**src/servo_cfg_pkg.sv**
```systemverilog
package servo_cfg_pkg;

    // Control mode codes.
    localparam logic [2:0] MODE_POSITION = 3'h0;
    localparam logic [2:0] MODE_SPEED = 3'h1;
    localparam logic [2:0] MODE_TORQUE = 3'h2;
    localparam logic [2:0] MODE_UPPER = 3'h5;

    // Register indices (word offsets; byte address is four times the index).
    localparam logic [3:0] REG_MODE = 4'h0;
    localparam logic [3:0] REG_IN_ASSIGN = 4'h1;
    localparam logic [3:0] REG_OUT_ASSIGN = 4'h2;
    localparam logic [3:0] REG_SPD_STEP = 4'h3;
    localparam logic [3:0] REG_TRQ_STEP = 4'h4;
    localparam logic [3:0] REG_SW_RANGE = 4'h5;
    localparam logic [3:0] REG_ACC_FF = 4'h6;
    localparam logic [3:0] REG_TRQ_FILT = 4'h7;
    localparam logic [3:0] REG_ACTIVE = 4'h8;
    localparam logic [3:0] REG_STATUS = 4'h9;

    // Field widths and limits.
    localparam int SET_W = 14;
    localparam int CMD_W = 16;
    localparam logic [13:0] SET_MAX = 14'h270f;
    localparam logic [4:0] ASSIGN_MAX = 5'h14;

    // Reset values.
    localparam logic [2:0] MODE_RST = 3'h0;
    localparam logic [4:0] ASSIGN_RST = 5'h00;
    localparam logic [13:0] SW_RANGE_RST = 14'h0fa0;
    localparam logic [13:0] FACTOR_RST = 14'h0000;

    // Decoded drive functions fed by the input terminals.
    typedef struct packed {
        logic servo_on;
        logic fwd_inhibit;
        logic rev_inhibit;
        logic fwd_enable;
        logic rev_enable;
        logic clear;
        logic alarm_clear;
        logic dev_clear;
        logic speed_limit;
        logic current_limit;
        logic cmd_select;
    } in_func_s;

    // Drive status sources for the output terminals.
    typedef struct packed {
        logic inpos_ready;
        logic alarm;
        logic ready;
        logic limiting_speed;
        logic limiting_current;
        logic phase_z;
    } out_src_s;

endpackage

```
**src/servo_mode_io_function_map.sv**
```systemverilog
// Strobed register access and the placing of the registers were chosen for this implementation.
`timescale 1ns/1ns
module servo_mode_io_function_map (
    // Clock and power-on reset.
    input wire logic clk,
    input wire logic rst_n,
    // Register port.
    input wire logic [3:0] reg_addr,
    input wire logic [31:0] reg_wdata,
    input wire logic reg_wr,
    input wire logic reg_rd,
    output logic [31:0] reg_rdata,
    // Discrete input terminals 1 to 5 (bit 0 is input 1), asynchronous.
    input wire logic [4:0] io_in,
    // Decoded drive functions.
    output servo_cfg_pkg::in_func_s func_ff,
    // Drive status sources and output terminals 1 to 5.
    input wire servo_cfg_pkg::out_src_s out_src,
    output logic [4:0] io_out_ff,
    // Command paths and step correction.
    input wire logic pulse_cmd_valid,
    input wire logic signed [15:0] pulse_speed_cmd,
    input wire logic signed [15:0] analog_speed_cmd,
    input wire logic signed [15:0] torque_cmd,
    input wire logic signed [31:0] deviation,
    output logic signed [15:0] speed_cmd_ff,
    output logic signed [15:0] torque_cmd_ff,
    output logic analog_sel_ff,
    // Factors held for the loop arithmetic.
    output logic [13:0] acc_ff_factor_ff,
    output logic [13:0] trq_filt_factor_ff
);
    import servo_cfg_pkg::*;

    // Stored settings model the nonvolatile parameter memory: a power cycle on
    // rst_n must not wipe them, or a new mode could never reach the latch below.
    logic [2:0] mode_set_ff = MODE_RST;
    logic [4:0] in_asg_set_ff = ASSIGN_RST;
    logic [4:0] out_asg_set_ff = ASSIGN_RST;
    logic [13:0] spd_step_ff = FACTOR_RST;
    logic [13:0] trq_step_ff = FACTOR_RST;
    logic [13:0] sw_range_ff = SW_RANGE_RST;
    logic [13:0] acc_set_ff = FACTOR_RST;
    logic [13:0] flt_set_ff = FACTOR_RST;
    // Latched copies used by the logic; loaded once after power-up.
    logic [2:0] mode_act_ff;
    logic [4:0] in_asg_act_ff;
    logic [4:0] out_asg_act_ff;
    logic latched_ff;
    logic [4:0] in_meta_ff;
    logic [4:0] in_sync_ff;

    // Write decode; settings saturate at the documented limits.
    wire wr_mode = reg_wr && (reg_addr == REG_MODE);
    wire wr_in = reg_wr && (reg_addr == REG_IN_ASSIGN);
    wire wr_out = reg_wr && (reg_addr == REG_OUT_ASSIGN);
    wire wr_spd = reg_wr && (reg_addr == REG_SPD_STEP);
    wire wr_trq = reg_wr && (reg_addr == REG_TRQ_STEP);
    wire wr_rng = reg_wr && (reg_addr == REG_SW_RANGE);
    wire wr_acc = reg_wr && (reg_addr == REG_ACC_FF);
    wire wr_flt = reg_wr && (reg_addr == REG_TRQ_FILT);
    wire over_set = reg_wdata[31:14] != 18'h00000 || reg_wdata[13:0] > SET_MAX;
    wire [13:0] nxt_set = over_set ? SET_MAX : reg_wdata[13:0];
    wire [2:0] nxt_mode = (reg_wdata[31:3] != 29'h0) ? MODE_UPPER :
        (reg_wdata[2:0] > MODE_UPPER ? MODE_UPPER : reg_wdata[2:0]);
    wire [4:0] nxt_asg = (reg_wdata[31:5] != 27'h0 || reg_wdata[4:0] > ASSIGN_MAX) ?
        ASSIGN_MAX : reg_wdata[4:0];

    // Setting registers; reserved mode codes are stored but are the writer's problem.
    // There is no reset here on purpose, so the values outlive a power cycle.
    always_ff @(posedge clk) begin
        if (wr_mode) mode_set_ff <= nxt_mode;
        if (wr_in) in_asg_set_ff <= nxt_asg;
        if (wr_out) out_asg_set_ff <= nxt_asg;
        if (wr_spd) spd_step_ff <= nxt_set;
        if (wr_trq) trq_step_ff <= nxt_set;
        if (wr_rng) sw_range_ff <= nxt_set;
        if (wr_acc) acc_set_ff <= nxt_set;
        if (wr_flt) flt_set_ff <= nxt_set;
    end

    // Active copies load once, on the first edge after reset release. Software
    // must have nonvolatile values loaded by then; later writes wait a power cycle.
    always_ff @(posedge clk or negedge rst_n) begin
        if (!rst_n) begin
            latched_ff <= 1'b0;
            mode_act_ff <= MODE_RST;
            in_asg_act_ff <= ASSIGN_RST;
            out_asg_act_ff <= ASSIGN_RST;
        end else if (!latched_ff) begin
            latched_ff <= 1'b1;
            mode_act_ff <= mode_set_ff;
            in_asg_act_ff <= in_asg_set_ff;
            out_asg_act_ff <= out_asg_set_ff;
        end
    end

    // Two-stage synchroniser for the terminal inputs.
    always_ff @(posedge clk or negedge rst_n) begin
        if (!rst_n) begin
            in_meta_ff <= 5'h00;
            in_sync_ff <= 5'h00;
        end else begin
            in_meta_ff <= io_in;
            in_sync_ff <= in_meta_ff;
        end
    end

    // Mode decode; reserved codes fall back to position behaviour.
    wire is_speed = mode_act_ff == MODE_SPEED;
    wire is_torque = mode_act_ff == MODE_TORQUE;
    wire is_pos = !is_speed && !is_torque;

    // Input function map.
    in_func_s nxt_func;
    always_comb begin
        nxt_func = '0;
        nxt_func.servo_on = in_sync_ff[0];
        if (is_pos) begin
            unique case (in_asg_act_ff)
                5'h00: begin
                    nxt_func.fwd_inhibit = in_sync_ff[1];
                    nxt_func.rev_inhibit = in_sync_ff[2];
                    nxt_func.alarm_clear = in_sync_ff[3];
                    nxt_func.dev_clear = in_sync_ff[4];
                end
                5'h01: begin
                    nxt_func.fwd_inhibit = in_sync_ff[1];
                    nxt_func.rev_inhibit = in_sync_ff[2];
                    nxt_func.clear = in_sync_ff[3];
                    nxt_func.speed_limit = in_sync_ff[4];
                end
                5'h02: begin
                    nxt_func.fwd_inhibit = in_sync_ff[1];
                    nxt_func.rev_inhibit = in_sync_ff[2];
                    nxt_func.clear = in_sync_ff[3];
                    nxt_func.current_limit = in_sync_ff[4];
                end
                5'h03: begin
                    nxt_func.alarm_clear = in_sync_ff[1];
                    nxt_func.dev_clear = in_sync_ff[2];
                    nxt_func.speed_limit = in_sync_ff[3];
                    nxt_func.current_limit = in_sync_ff[4];
                end
                default: nxt_func.servo_on = in_sync_ff[0]; // Reserved codes map nothing else.
            endcase
        end else begin
            nxt_func.fwd_enable = in_sync_ff[1];
            nxt_func.rev_enable = in_sync_ff[2];
            if (is_speed) begin
                unique case (in_asg_act_ff)
                    5'h00: begin
                        nxt_func.clear = in_sync_ff[3];
                        nxt_func.speed_limit = in_sync_ff[4];
                    end
                    5'h01: begin
                        nxt_func.clear = in_sync_ff[3];
                        nxt_func.current_limit = in_sync_ff[4];
                    end
                    5'h02: begin
                        nxt_func.speed_limit = in_sync_ff[3];
                        nxt_func.current_limit = in_sync_ff[4];
                    end
                    5'h03: begin
                        nxt_func.clear = in_sync_ff[3];
                        nxt_func.cmd_select = in_sync_ff[4];
                    end
                    5'h04: begin
                        nxt_func.cmd_select = in_sync_ff[3];
                        nxt_func.speed_limit = in_sync_ff[4];
                    end
                    5'h05: begin
                        nxt_func.cmd_select = in_sync_ff[3];
                        nxt_func.current_limit = in_sync_ff[4];
                    end
                    default: nxt_func.clear = 1'b0;
                endcase
            end else begin
                unique case (in_asg_act_ff)
                    5'h00: begin
                        nxt_func.clear = in_sync_ff[3];
                        nxt_func.current_limit = in_sync_ff[4];
                    end
                    5'h01: begin
                        nxt_func.clear = in_sync_ff[3];
                        nxt_func.cmd_select = in_sync_ff[4];
                    end
                    5'h02: begin
                        nxt_func.cmd_select = in_sync_ff[3];
                        nxt_func.current_limit = in_sync_ff[4];
                    end
                    default: nxt_func.clear = 1'b0;
                endcase
            end
        end
    end

    // Output map; the same three tables serve every mode, other assignment codes use setting 0.
    logic [4:0] nxt_out;
    always_comb begin
        nxt_out = {out_src.phase_z, 2'b00, out_src.alarm, out_src.inpos_ready};
        unique case (out_asg_act_ff)
            5'h01: nxt_out[3:2] = {out_src.limiting_current, out_src.ready};
            5'h02: nxt_out[3:2] = {out_src.limiting_current, out_src.limiting_speed};
            default: nxt_out[3:2] = {out_src.limiting_speed, out_src.ready};
        endcase
    end

    // Step correction gate and signed corrections.
    wire [31:0] dev_mag = deviation[31] ? 32'(-deviation) : 32'(deviation);
    wire step_on = is_pos && (dev_mag > {18'h00000, sw_range_ff});
    wire signed [15:0] base_speed = is_pos ? pulse_speed_cmd : analog_speed_cmd;
    wire signed [15:0] spd_amt = {2'b00, spd_step_ff};
    wire signed [15:0] trq_amt = {2'b00, trq_step_ff};
    wire signed [15:0] spd_corr = base_speed[15] ? -spd_amt : spd_amt;
    wire signed [15:0] trq_corr = torque_cmd[15] ? -trq_amt : trq_amt;
    wire signed [15:0] nxt_speed = step_on ? 16'(base_speed + spd_corr) : base_speed;
    wire signed [15:0] nxt_torque = step_on ? 16'(torque_cmd + trq_corr) : torque_cmd;

    // Output registers; pulse path only advances when a pulse command is valid.
    always_ff @(posedge clk or negedge rst_n) begin
        if (!rst_n) begin
            func_ff <= '0;
            io_out_ff <= 5'h00;
            speed_cmd_ff <= 16'sh0000;
            torque_cmd_ff <= 16'sh0000;
            analog_sel_ff <= 1'b0;
            acc_ff_factor_ff <= FACTOR_RST;
            trq_filt_factor_ff <= FACTOR_RST;
        end else begin
            acc_ff_factor_ff <= acc_set_ff;
            trq_filt_factor_ff <= flt_set_ff;
            func_ff <= nxt_func;
            io_out_ff <= nxt_out;
            analog_sel_ff <= !is_pos;
            if (!is_pos || pulse_cmd_valid) speed_cmd_ff <= nxt_speed;
            torque_cmd_ff <= nxt_torque;
        end
    end

    // Read mux; unmapped addresses read zero.
    logic [31:0] nxt_rdata;
    always_comb begin
        unique case (reg_addr)
            REG_MODE: nxt_rdata = {29'h0, mode_set_ff};
            REG_IN_ASSIGN: nxt_rdata = {27'h0, in_asg_set_ff};
            REG_OUT_ASSIGN: nxt_rdata = {27'h0, out_asg_set_ff};
            REG_SPD_STEP: nxt_rdata = {18'h0, spd_step_ff};
            REG_TRQ_STEP: nxt_rdata = {18'h0, trq_step_ff};
            REG_SW_RANGE: nxt_rdata = {18'h0, sw_range_ff};
            REG_ACC_FF: nxt_rdata = {18'h0, acc_set_ff};
            REG_TRQ_FILT: nxt_rdata = {18'h0, flt_set_ff};
            REG_ACTIVE: nxt_rdata = {19'h0, out_asg_act_ff, in_asg_act_ff, mode_act_ff};
            REG_STATUS: nxt_rdata = {30'h0, step_on, latched_ff};
            default: nxt_rdata = 32'h0;
        endcase
    end

    always_ff @(posedge clk or negedge rst_n) begin
        if (!rst_n) begin
            reg_rdata <= 32'h0;
        end else begin
            reg_rdata <= reg_rd ? nxt_rdata : 32'h0;
        end
    end

    // Active settings never move once latched.
    a_mode_frozen: assert property (@(posedge clk) disable iff (!rst_n)
        $past(latched_ff) |-> $stable(mode_act_ff))
        else $error("active mode changed after power-up");
    a_assign_frozen: assert property (@(posedge clk) disable iff (!rst_n)
        $past(latched_ff) |-> $stable(in_asg_act_ff) && $stable(out_asg_act_ff))
        else $error("active assignment changed after power-up");
    a_analog_select: assert property (@(posedge clk) disable iff (!rst_n)
        latched_ff ##1 latched_ff |-> analog_sel_ff == $past(!is_pos))
        else $error("command source does not follow mode");
    a_step_gate: assert property (@(posedge clk) disable iff (!rst_n)
        rst_n && !step_on |=> torque_cmd_ff == $past(torque_cmd))
        else $error("torque correction applied outside switch range");
    a_trq_sign: assert property (@(posedge clk) disable iff (!rst_n)
        rst_n && step_on && !torque_cmd[15] && torque_cmd < 16'sh4000 && trq_step_ff != 14'h0
        |=> torque_cmd_ff > $past(torque_cmd))
        else $error("torque correction sign wrong");
    a_spd_sign: assert property (@(posedge clk) disable iff (!rst_n)
        rst_n && step_on && pulse_cmd_valid && base_speed[15] && base_speed > -16'sh4000
        && spd_step_ff != 14'h0 |=> speed_cmd_ff < $past(base_speed))
        else $error("speed correction sign wrong");
    a_servo_on_map: assert property (@(posedge clk) disable iff (!rst_n)
        rst_n |-> ##3 func_ff.servo_on == $past(io_in[0], 3))
        else $error("servo-on not taken from input 1");
    a_unused_idle: assert property (@(posedge clk) disable iff (!rst_n)
        is_speed |=> !func_ff.fwd_inhibit && !func_ff.rev_inhibit
        && !func_ff.alarm_clear && !func_ff.dev_clear)
        else $error("unmapped function active");
    a_pos_enables_off: assert property (@(posedge clk) disable iff (!rst_n)
        is_pos |=> !func_ff.fwd_enable && !func_ff.rev_enable)
        else $error("enable active in position mode");
    a_out_fixed: assert property (@(posedge clk) disable iff (!rst_n)
        rst_n |=> io_out_ff[0] == $past(out_src.inpos_ready)
        && io_out_ff[4] == $past(out_src.phase_z))
        else $error("fixed output terminal wrong");
    a_torque_map: assert property (@(posedge clk) disable iff (!rst_n)
        is_torque && in_asg_act_ff == 5'h02 |=> func_ff.cmd_select == $past(in_sync_ff[3]))
        else $error("torque assignment 2 input 4 wrong");
    a_speed_map: assert property (@(posedge clk) disable iff (!rst_n)
        is_speed && in_asg_act_ff == 5'h02 |=> func_ff.current_limit == $past(in_sync_ff[4]))
        else $error("speed assignment 2 input 5 wrong");

endmodule

```
**config.mk**
```make
export PLATFORM = sky130hd
export DESIGN_NAME = servo_mode_io_function_map
export DESIGN_NICKNAME = d
export VERILOG_FILES = /design/src/servo_cfg_pkg.sv /design/src/servo_mode_io_function_map.sv
export SDC_FILE = /design/constraint.sdc
export NUM_CORES = 1
export LEC_CHECK = 0
export BUFFER_PORTS_ARGS = -buffer_cell sky130_fd_sc_hd__buf_2
export CELL_PAD_IN_SITES_DETAIL_PLACEMENT = 1
export CELL_PAD_IN_SITES_GLOBAL_PLACEMENT = 1
export CORE_UTILIZATION = 40
export DETAILED_ROUTE_END_ITERATION = 16
export PLACE_DENSITY_LB_ADDON = 0.1
export SYNTH_ARGS = -nofsm -noshare
export SYNTH_HDL_FRONTEND = slang
export SYNTH_SLANG_ARGS = --single-unit
```
**constraint.sdc**
```tcl
create_clock -name clk -period 5.6 [get_ports clk]
set_clock_uncertainty 0.15 [all_clocks]
set_input_delay 1.12 -clock clk [delete_from_list [all_inputs] [get_ports clk]]
set_output_delay 1.12 -clock clk [all_outputs]
set_load 0.01 [all_outputs]
```
Word-level counts from Yosys, hierarchy flattened
Index checks and enable logic that the tools add are counted.
- register bits after elaboration: 216
- logic and storage cells: 122
- input bits: 132
- equal/unequal tests: 18
- add/sub/neg operators: 5
- order comparisons: 4
- multiplexer cells: 32
- reduce and logical (&&, ||, !) cells: 31
- operators with widths (kind ; number):
    case mux 14 bit (10 select lines) ; 1
    two-way mux 16 bit ; 5
    two-way mux 32 bit ; 2
    adder 16 bit ; 2
    > comparator 32 x 14 -> 1 bit ; 1
    negator 14 -> 16 bit ; 2
    negator 32 bit ; 1
    nonzero test 29 bit ; 1
    nonzero test 27 bit ; 1
    nonzero test 18 bit ; 1
    equality test 4 x 3 -> 1 bit, second input constant ; 4
    equality test 5 x 2 -> 1 bit, second input constant ; 3
    > comparator 14 bit, second input constant ; 1
    two-way mux 14 bit ; 1
    OR reduction 2 bit ; 7
    two-way mux 2 bit ; 6
    equality test 5 x 1 -> 1 bit, second input constant ; 2
    equality test 5 x 3 -> 1 bit, second input constant ; 2
    logical AND 1 bit ; 10
    two-way mux 1 bit ; 10
    OR reduction 3 bit ; 3
    equality test 4 x 2 -> 1 bit, second input constant ; 2
    equality test 4 bit, second input constant ; 2
    case mux 1 bit (2 select lines) ; 4
    11 further kinds ; 16

Logic depth before layout (Yosys ltp)
Gate-level depths: netlist (run 1).
- word-level depth: 7
- mapped depth: 19

Least setup slack after synthesis (run 1)
Ideal clock, no wire load.
- kind: input-to-reg
- from: input port deviation[5]
- to: register torque_cmd_ff[0]
- library setup time: 0.125 ns
- arrival time: 4.342 ns
- stages: 14
- path buffers: 2
- path slack: 0.983 ns
- cell sequence: or4_4 -> or3_1 -> buf_2 -> o31ai_1 -> xnor2_1 -> ha_1 -> nand2_1 -> o21ai_0 -> o311ai_0 -> a211o_1 -> nand4_1 -> o21ai_2 -> buf_2 -> mux2_2
- word-level cells in the longest chain between the ends: 5
- ends and longest elaborated chain (what ; RTL line ; source):
    start, declared ; servo_mode_io_function_map.sv:25 ; input wire logic signed [31:0] deviation,
    negator 32 bit ; servo_mode_io_function_map.sv:210 ; wire [31:0] dev_mag = deviation[31] ? 32'(-deviation) : 32'(deviation);
    two-way mux 32 bit (*) ; servo_mode_io_function_map.sv:210 ;
    > comparator 32 x 14 -> 1 bit (*) ; servo_mode_io_function_map.sv:211 ; wire step_on = is_pos && (dev_mag > {18'h00000, sw_range_ff});
    logical AND 1 bit (*) ; servo_mode_io_function_map.sv:211 ;
    two-way mux 16 bit (*) ; servo_mode_io_function_map.sv:218 ; wire signed [15:0] nxt_torque = step_on ? 16'(torque_cmd + trq_corr) : torque_cmd;
    net nxt_torque[0] ; servo_mode_io_function_map.sv:218 ;
    end signal, assigned ; servo_mode_io_function_map.sv:237 ; torque_cmd_ff <= nxt_torque;
    end, declared ; servo_mode_io_function_map.sv:27 ; output logic signed [15:0] torque_cmd_ff,
Mark *: on every way through the listed nets, which the timed path passes. The rest lies on a longest branch.
A chain may end at the register's enable or synchronous reset.

Final worst setup path (run 1)
- from: register mode_act_ff[1]
- to: register speed_cmd_ff[14]
- word-level cells in the longest chain between the ends: 7
- ends and longest elaborated chain (what ; RTL line ; source):
    start, declared ; servo_mode_io_function_map.sv:46 ; logic [2:0] mode_act_ff;
    start signal, assigned ; servo_mode_io_function_map.sv:92 ; mode_act_ff <= mode_set_ff;
    equality test 3 x 1 -> 1 bit or equality test 3 x 2 -> 1 bit (tied branches) ; servo_mode_io_function_map.sv:110, servo_mode_io_function_map.sv:111 ;
    logical NOT 1 bit ; servo_mode_io_function_map.sv:112 ; wire is_pos = !is_speed && !is_torque;
    logical AND 1 bit (*) ; servo_mode_io_function_map.sv:112 ;
    two-way mux 16 bit ; servo_mode_io_function_map.sv:212 ; wire signed [15:0] base_speed = is_pos ? pulse_speed_cmd : analog_speed_cmd;
    two-way mux 16 bit ; servo_mode_io_function_map.sv:215 ; wire signed [15:0] spd_corr = base_speed[15] ? -spd_amt : spd_amt;
    adder 16 bit ; servo_mode_io_function_map.sv:217 ; wire signed [15:0] nxt_speed = step_on ? 16'(base_speed + spd_corr) : base_speed;
    two-way mux 16 bit ; servo_mode_io_function_map.sv:217 ;
    end signal, assigned ; servo_mode_io_function_map.sv:236 ; if (!is_pos || pulse_cmd_valid) speed_cmd_ff <= nxt_speed;
    end, declared ; servo_mode_io_function_map.sv:26 ; output logic signed [15:0] speed_cmd_ff,
Mark *: on every way between the ends. The rest lies on a longest branch, timed or not.

==> impl_metrics.json, run 1 <==
{
  "status": "completed",
  "holdCritStartpoint": "in_meta_ff[3]",
  "track_usage_pct": 24.3,
  "coreArea_um2": 26000,
  "hold_buffers": 0,
  "final_nets": 1374,
  "powerDensity_nw_per_um2": 271,
  "critical_path_required_ps": 5730,
  "placed_area_um2": 12000,
  "holdPathStages": 0,
  "p_leak_nw": 5.48,
  "cp-start-kind": "flop",
  "worstSetupPathType": "reg2reg",
  "vias": 8594,
  "grt_pass1_wl_mm": 49.2,
  "drive_gt1_share_pct": 26.4,
  "max-vdd-ir-drop_mv": 0.189,
  "slew_headroom_pct": 25.9,
  "route.met3.wl_mm": 1.75,
  "synth_edf_count": 83,
  "wl_met1_mm": 14.9,
  "core.rowCount": 59,
  "initial_core_util_pct": 40.8,
  "die-area_um2": 27100,
  "die_w_um": 165,
  "cts_setup_buffers": 0,
  "drv_slew": 0,
  "portBuffers": 222,
  "end_kind": "flop",
  "synth.avg_cell_area_um2": 10.8,
  "hold_path_end": "in_sync_ff[3]",
  "hpwl_mm": 24.7,
  "dr_wl_met2_mm": 14.9,
  "synth.distinct_cells": 72,
  "cts.clk_slew.worst_paths_ps": 80,
  "critPathMaxFanout": 9,
  "numCtsBuffers": 17,
  "finalSetupTns_ps": 0,
  "root_buffer": "clkbuf_16",
  "synth_top_area_cell": "dfrtp_1",
  "highest_layer": "met5",
  "grt_max_degree": 69,
  "synth_seq_cells": 198,
  "synthArstFlopShare_pct": 58.1,
  "cap_viol_max_count": 0,
  "finalHoldViolations": 0,
  "layout.cells.non_filler": 1541,
  "ff2ff_setup_slack_ps": 920,
  "cts_resized": 0,
  "reg2reg_depth": 17,
  "post-route-period-util_pct": 83.5,
  "antennaDiodeCount": 0,
  "yosys_warnings": 0,
  "rr_endpoint": "speed_cmd_ff[14]",
  "gp_congestion": 0.887,
  "areaGrowthSynthToFinish_pct": 19.0,
  "netlist.area_leader.share_pct": 27.2,
  "ant_nets": 0,
  "rsz0062_at_grt": "false",
  "dp_cells": 1509,
  "ys.flop_type": "dfrtp_1",
  "cp_data_arrival_time_ps": 4810,
  "fmax_mhz": 214,
  "drt_iter0_drc": 611,
  "max_slew.worst_pin.slew_ps": 1110,
  "drcViolationCount": 0,
  "grt-ovfl-total": 0,
  "hold_class": "reg2reg",
  "numClockSinks": 198,
  "htree_levels": 4,
  "fin_area_um2": 12600,
  "setup_violations": 0,
  "insertion_delay_ps": 450,
  "drt_pre_antenna_iters": 7,
  "finalWirelength_mm": 32.2,
  "syn_inst": 979,
  "synthTopCellsByArea": "dfrtp_1 (27%), edfxtp_1 (24%), ha_1 (5.6%)",
  "cts_tree": "built",
  "total_power_mw": 3.41,
  "min_period_ps": 4680,
  "grt_pass1_vias": 8486,
  "boundaryPins": 241,
  "die_h_um": 165,
  "viasPerCell": 5.58,
  "rr_startpoint": "mode_act_ff[1]",
  "yosysSeqAreaShare_pct": 50.7,
  "clockBufferDepth": 2,
  "syn_area_um2": 10600,
  "wire_per_inst_um": 20.9,
  "antenna_found_initial": 1
}
[area by class of cell]
type                       count  area [um^2]
clock buffer                  17          425
fill                        2934        13400
multi-input combinational    706         4870
clock inverter                15          171
sequential                   198         5370
timing repair buffer         234         1220
inverter                      36          135
tap                          335          419
[cells in the final DEF (no fill, tap or decap), types with 19 or more instances in the layout]
cell	count
nor3_1	22
edfxtp_1	83
o21ai_0	37
dfrtp_1	115
a21oi_1	71
conb_1	19
nand2b_1	22
nor2_1	77
xnor2_1	45
mux2_2	39
inv_1	36
nand2_1	67
ha_1	47
buf_2	221
[Yosys cell counts, drive strengths merged (11+ instances only)]
master and number:
o21ai 39, and2 15, buf 28, a21oi 71
nand2 67, nand3 16, or4 11, nand2b 22
a222oi 17, edfxtp 83, mux2 40, xnor2 45
nor4 18, a21o 11, xor2 17, nor3 22
nor2 77, a31oi 14, clkbuf 28, dfrtp 115
ha 47, mux2i 16, inv 36
[worst max path at each step]
stage,to,slack (ps),startpoint
after floorplan,torque_cmd_ff[0],980,deviation[5]
after global placement,torque_cmd_ff[1],610,deviation[5]
after detailed placement,speed_cmd_ff[10],510,deviation[5]
after CTS,speed_cmd_ff[14],870,mode_act_ff[1]
after global routing,speed_cmd_ff[14],490,mode_act_ff[1]
final,speed_cmd_ff[14],920,mode_act_ff[1]
[critical path, stage by stage (launching register included)]
cell and delay [ps]:
dfrtp_1 440, nand2b_1 280, a21o_1 220, inv_1 350, and2_1 250, a21o_1 280, o21ai_0 230, fa_1 480
a21oi_1 190, o211ai_1 160, a31oi_1 270, o21ai_0 170, o41ai_1 450, o21bai_1 130, a21oi_1 190, xnor2_1 80
mux2i_1 120, a21oi_1 80
[state kept, by name (all words and copies together) (netlist names)]
signal,flops
analog_sel_ff,1
acc_ff_factor_ff,14
acc_set_ff,14
spd_step_ff,14
out_asg_set_ff,5
in_asg_set_ff,5
flt_set_ff,14
func_ff,11
out_asg_act_ff,5
in_meta_ff,5
sw_range_ff,14
in_sync_ff,5
in_asg_act_ff,5
mode_set_ff,3
io_out_ff,5
speed_cmd_ff,16
trq_step_ff,14
latched_ff,1
torque_cmd_ff,16
trq_filt_factor_ff,14
reg_rdata,14
mode_act_ff,3
[per-layer routing]
layer,global-route usage (%),vias up
met3,3.84,35
li1,-,4030
met5,0,-
met2,38.6,296
met4,7.34,2
met1,34.1,4231
[metrics by stage]
step	util [%]	setup WS (ps)	hold slack [ps]
4_1_cts	48.5	872	206
5_1_grt	48.5	490	214
3_5_place_dp	46.2	507	186
3_3_place_gp	46.2	607	183
6_report	48.5	924	203
2_1_floorplan	-	983	181
[logic make-up (layout without fill, tap and decap cells)]
logic type / Yosys count / after routing / share of synthesized area, %
simple gates: 298 / 298 / 14.4
fa+ha+maj: 49 / 49 / 5.93
other cells: 2 / 19 / 0.0709
compound gates: 222 / 222 / 14.0
mux: 56 / 56 / 5.76
flops: 198 / 198 / 50.7
xor+xnor: 62 / 62 / 5.13
buf+inv: 92 / 302 / 4.02
[where the power goes]
group          internal [mW]  switching (mW)  total [mW]  leakage, nW
combinational          0.244           0.319       0.563         3.00
clock                  0.611           0.643        1.25        0.295
sequential              1.56          0.0362        1.60         2.19
total                   2.42           0.999        3.41         5.48
Power figures use the tool's default switching activity.
==> run 2: changes to the inputs <==
--- a/config.mk
+++ b/config.mk
@@ -8,7 +8,7 @@
 export BUFFER_PORTS_ARGS = -buffer_cell sky130_fd_sc_hd__buf_2
 export CELL_PAD_IN_SITES_DETAIL_PLACEMENT = 1
 export CELL_PAD_IN_SITES_GLOBAL_PLACEMENT = 1
-export CORE_UTILIZATION = 40
+export CORE_UTILIZATION = 38
 export DETAILED_ROUTE_END_ITERATION = 16
 export PLACE_DENSITY_LB_ADDON = 0.1
 export SYNTH_ARGS = -nofsm -noshare
==> constraint.sdc (replaced) <==
create_clock -name clk -period 4.15 [get_ports clk]
set_clock_uncertainty 0.15 [all_clocks]
set_input_delay 0.83 -clock clk [delete_from_list [all_inputs] [get_ports clk]]
set_output_delay 0.83 -clock clk [all_outputs]
set_load 0.01 [all_outputs]
==> run 2 against run 1 <==
The run now ends with negative setup slack left. Global-route usage fell by 1.1 points. Sequential power grew 34%. Critical path type is now in2reg. Highest routed layer unchanged. Combinational power grew 59%. Critical path depth grew 1. Cell count is 7.3% higher. Clock power rose by 30%. Non-clock buffer count grew 76. Clock-buffer cell count is 2 higher. Power is 37% higher.
==> impl_metrics.json, run 2 (synthesis results as in run 1) <==
{
  "status": "finished, violations left",
  "violations": "negative setup slack",
  "drt_pre_antenna_iters": 6,
  "reg2reg_depth": 18,
  "critical_path_required_ps": 4380,
  "boundaryPins": 241,
  "placed_area_um2": 12600,
  "holdPathStages": 0,
  "hpwl_mm": 25.4,
  "antenna_found_initial": 2,
  "drive_gt1_share_pct": 32.8,
  "die_w_um": 169,
  "slew_headroom_pct": 23.4,
  "root_buffer": "clkbuf_16",
  "grt_max_degree": 68,
  "post-route-period-util_pct": 102,
  "clockBufferDepth": 2,
  "critPathMaxFanout": 3,
  "coreArea_um2": 27200,
  "rr_startpoint": "mode_act_ff[0]",
  "hold_ws_ps": 201,
  "total_power_mw": 4.67,
  "gp_congestion": 0.879,
  "reg.largest.list": "speed_cmd_ff: 16 flops, torque_cmd_ff: 16 flops",
  "track_usage_pct": 23.2,
  "antennaDiodeCount": 0,
  "cp-start-kind": "input pin",
  "rsz0062_at_grt": "true",
  "ant_nets": 0,
  "holdCritStartpoint": "in_meta_ff[0]",
  "numCtsBuffers": 17,
  "wire_per_inst_um": 19.9,
  "end_kind": "flop",
  "drcViolationCount": 0,
  "fin_area_um2": 13500,
  "powerDensity_nw_per_um2": 346,
  "initial_core_util_pct": 39.0,
  "vias": 8818,
  "grt-ovfl-total": 0,
  "finalHoldViolations": 0,
  "final_nets": 1450,
  "die_h_um": 169,
  "cts.clk_slew.worst_paths_ps": 80,
  "regArea_um2": 5370,
  "max-vdd-ir-drop_mv": 0.306,
  "core.rowCount": 60,
  "worstSetupPathType": "in2reg",
  "insertion_delay_ps": 450,
  "min_period_ps": 4230,
  "postLayoutSetupSlackWorst_ps": -80.5,
  "grt_pass1_wl_mm": 50.1,
  "drv_slew": 0,
  "areaGrowthSynthToFinish_pct": 27.4,
  "setup_violations": 20,
  "final_cell_mix": "buf_2 (220), dfrtp_1 (115), edfxtp_1 (83), buf_4 (79), nor2_1 (73)",
  "crit_start": "deviation[5]",
  "hold_class": "reg2reg",
  "htree_levels": 4,
  "grt_pass1_vias": 8760,
  "fmax_mhz": 236,
  "cp_data_arrival_time_ps": 4460,
  "cts_tree": "built",
  "p_leak_nw": 5.92,
  "mostFrequentLayoutCell": "buf_2",
  "fill_cells": 3015,
  "drt_iter0_drc": 581,
  "portBuffers": 222,
  "multiInputGateArea_um2": 5060,
  "die-area_um2": 28600,
  "max_slew.worst_pin.slew_ps": 1150,
  "viasPerCell": 5.33,
  "finalWirelength_mm": 33.0,
  "cap_viol_max_count": 0,
  "numClockSinks": 198
}
==> run 2: cell types whose count changed in the layout (fill, tap and decap cells not counted), sizes merged <==
cell | before | now
clkinv | 4 | 7
buf | 234 | 308
clkbuf | 17 | 21
inv | 47 | 42
==> run 2: routing by layer <==
layer	wire length, um	global-route usage [%]	up-vias
li1	-	-	4181
met1	15300	32.1	4292
met2	15500	37.8	312
met3	1750	3.72	29
met4	388	5.84	4
met5	33	0	-
==> run 2: where the power goes <==
part | switching, mW | internal (mW) | leakage, nW
logic | 0.481 | 0.414 | 3.45
registers | 0.0454 | 2.11 | 2.19
clock network | 0.818 | 0.801 | 0.279
total | 1.34 | 3.32 | 5.92
==> run 2: path summary, 6_finish.rpt <==
check,endpoint,slack (ps)
setup / recovery,reg_rdata[1],-80
hold / removal,in_sync_ff[0],200
setup reg to reg,speed_cmd_ff[15],60
hold reg to reg,in_sync_ff[0],200
max in group asynchronous,out_asg_act_ff[3],2800
min in group asynchronous,io_out_ff[1],240
==> run 2: worst max-delay path, cell delays in order <==
cell and delay (ps):
buf_6 90, or4_4 530, or3_4 370, o41ai_4 340
xnor2_1 100, ha_1 340, nand2_1 80, o21ai_2 210
nand2b_4 170, o311ai_4 90, a211o_1 270, nand4_1 200
o21ai_4 110, buf_4 140, buf_6 110, buf_4 130
o221a_4 260, nor2_4 70
==> run 2: per-stage QoR <==
step	setup WS, ps	TNS (ps)	utilization, %	cells
after floorplan	5.69	0	-	996
after global placement	-429	-11210	46.5	1613
after detailed placement	-513	-14220	46.5	1613
after CTS	2.02	0	48.6	1646
after global routing	-206	-4870	49.7	1654
final	-80.5	-1130	49.7	1654
==> run 2: timing repair <==
action / in CTS / in global routing
pin swaps: 1 / 14
setup buffers: 1 / 7
gates resized for setup: 3 / 43
hold buffers: 0 / 0
endpoints found under the setup margin: 22 / 31
cloned: 0 / 2
==> run 2: area by class of cell <==
cell class | count | area share, %
inverter | 36 | 1.02
timing repair buffer | 310 | 14.0
sequential | 198 | 39.8
clock inverter | 13 | 1.02
clock buffer | 19 | 3.21
multi-input combinational | 706 | 37.5
tap | 372 | 3.45
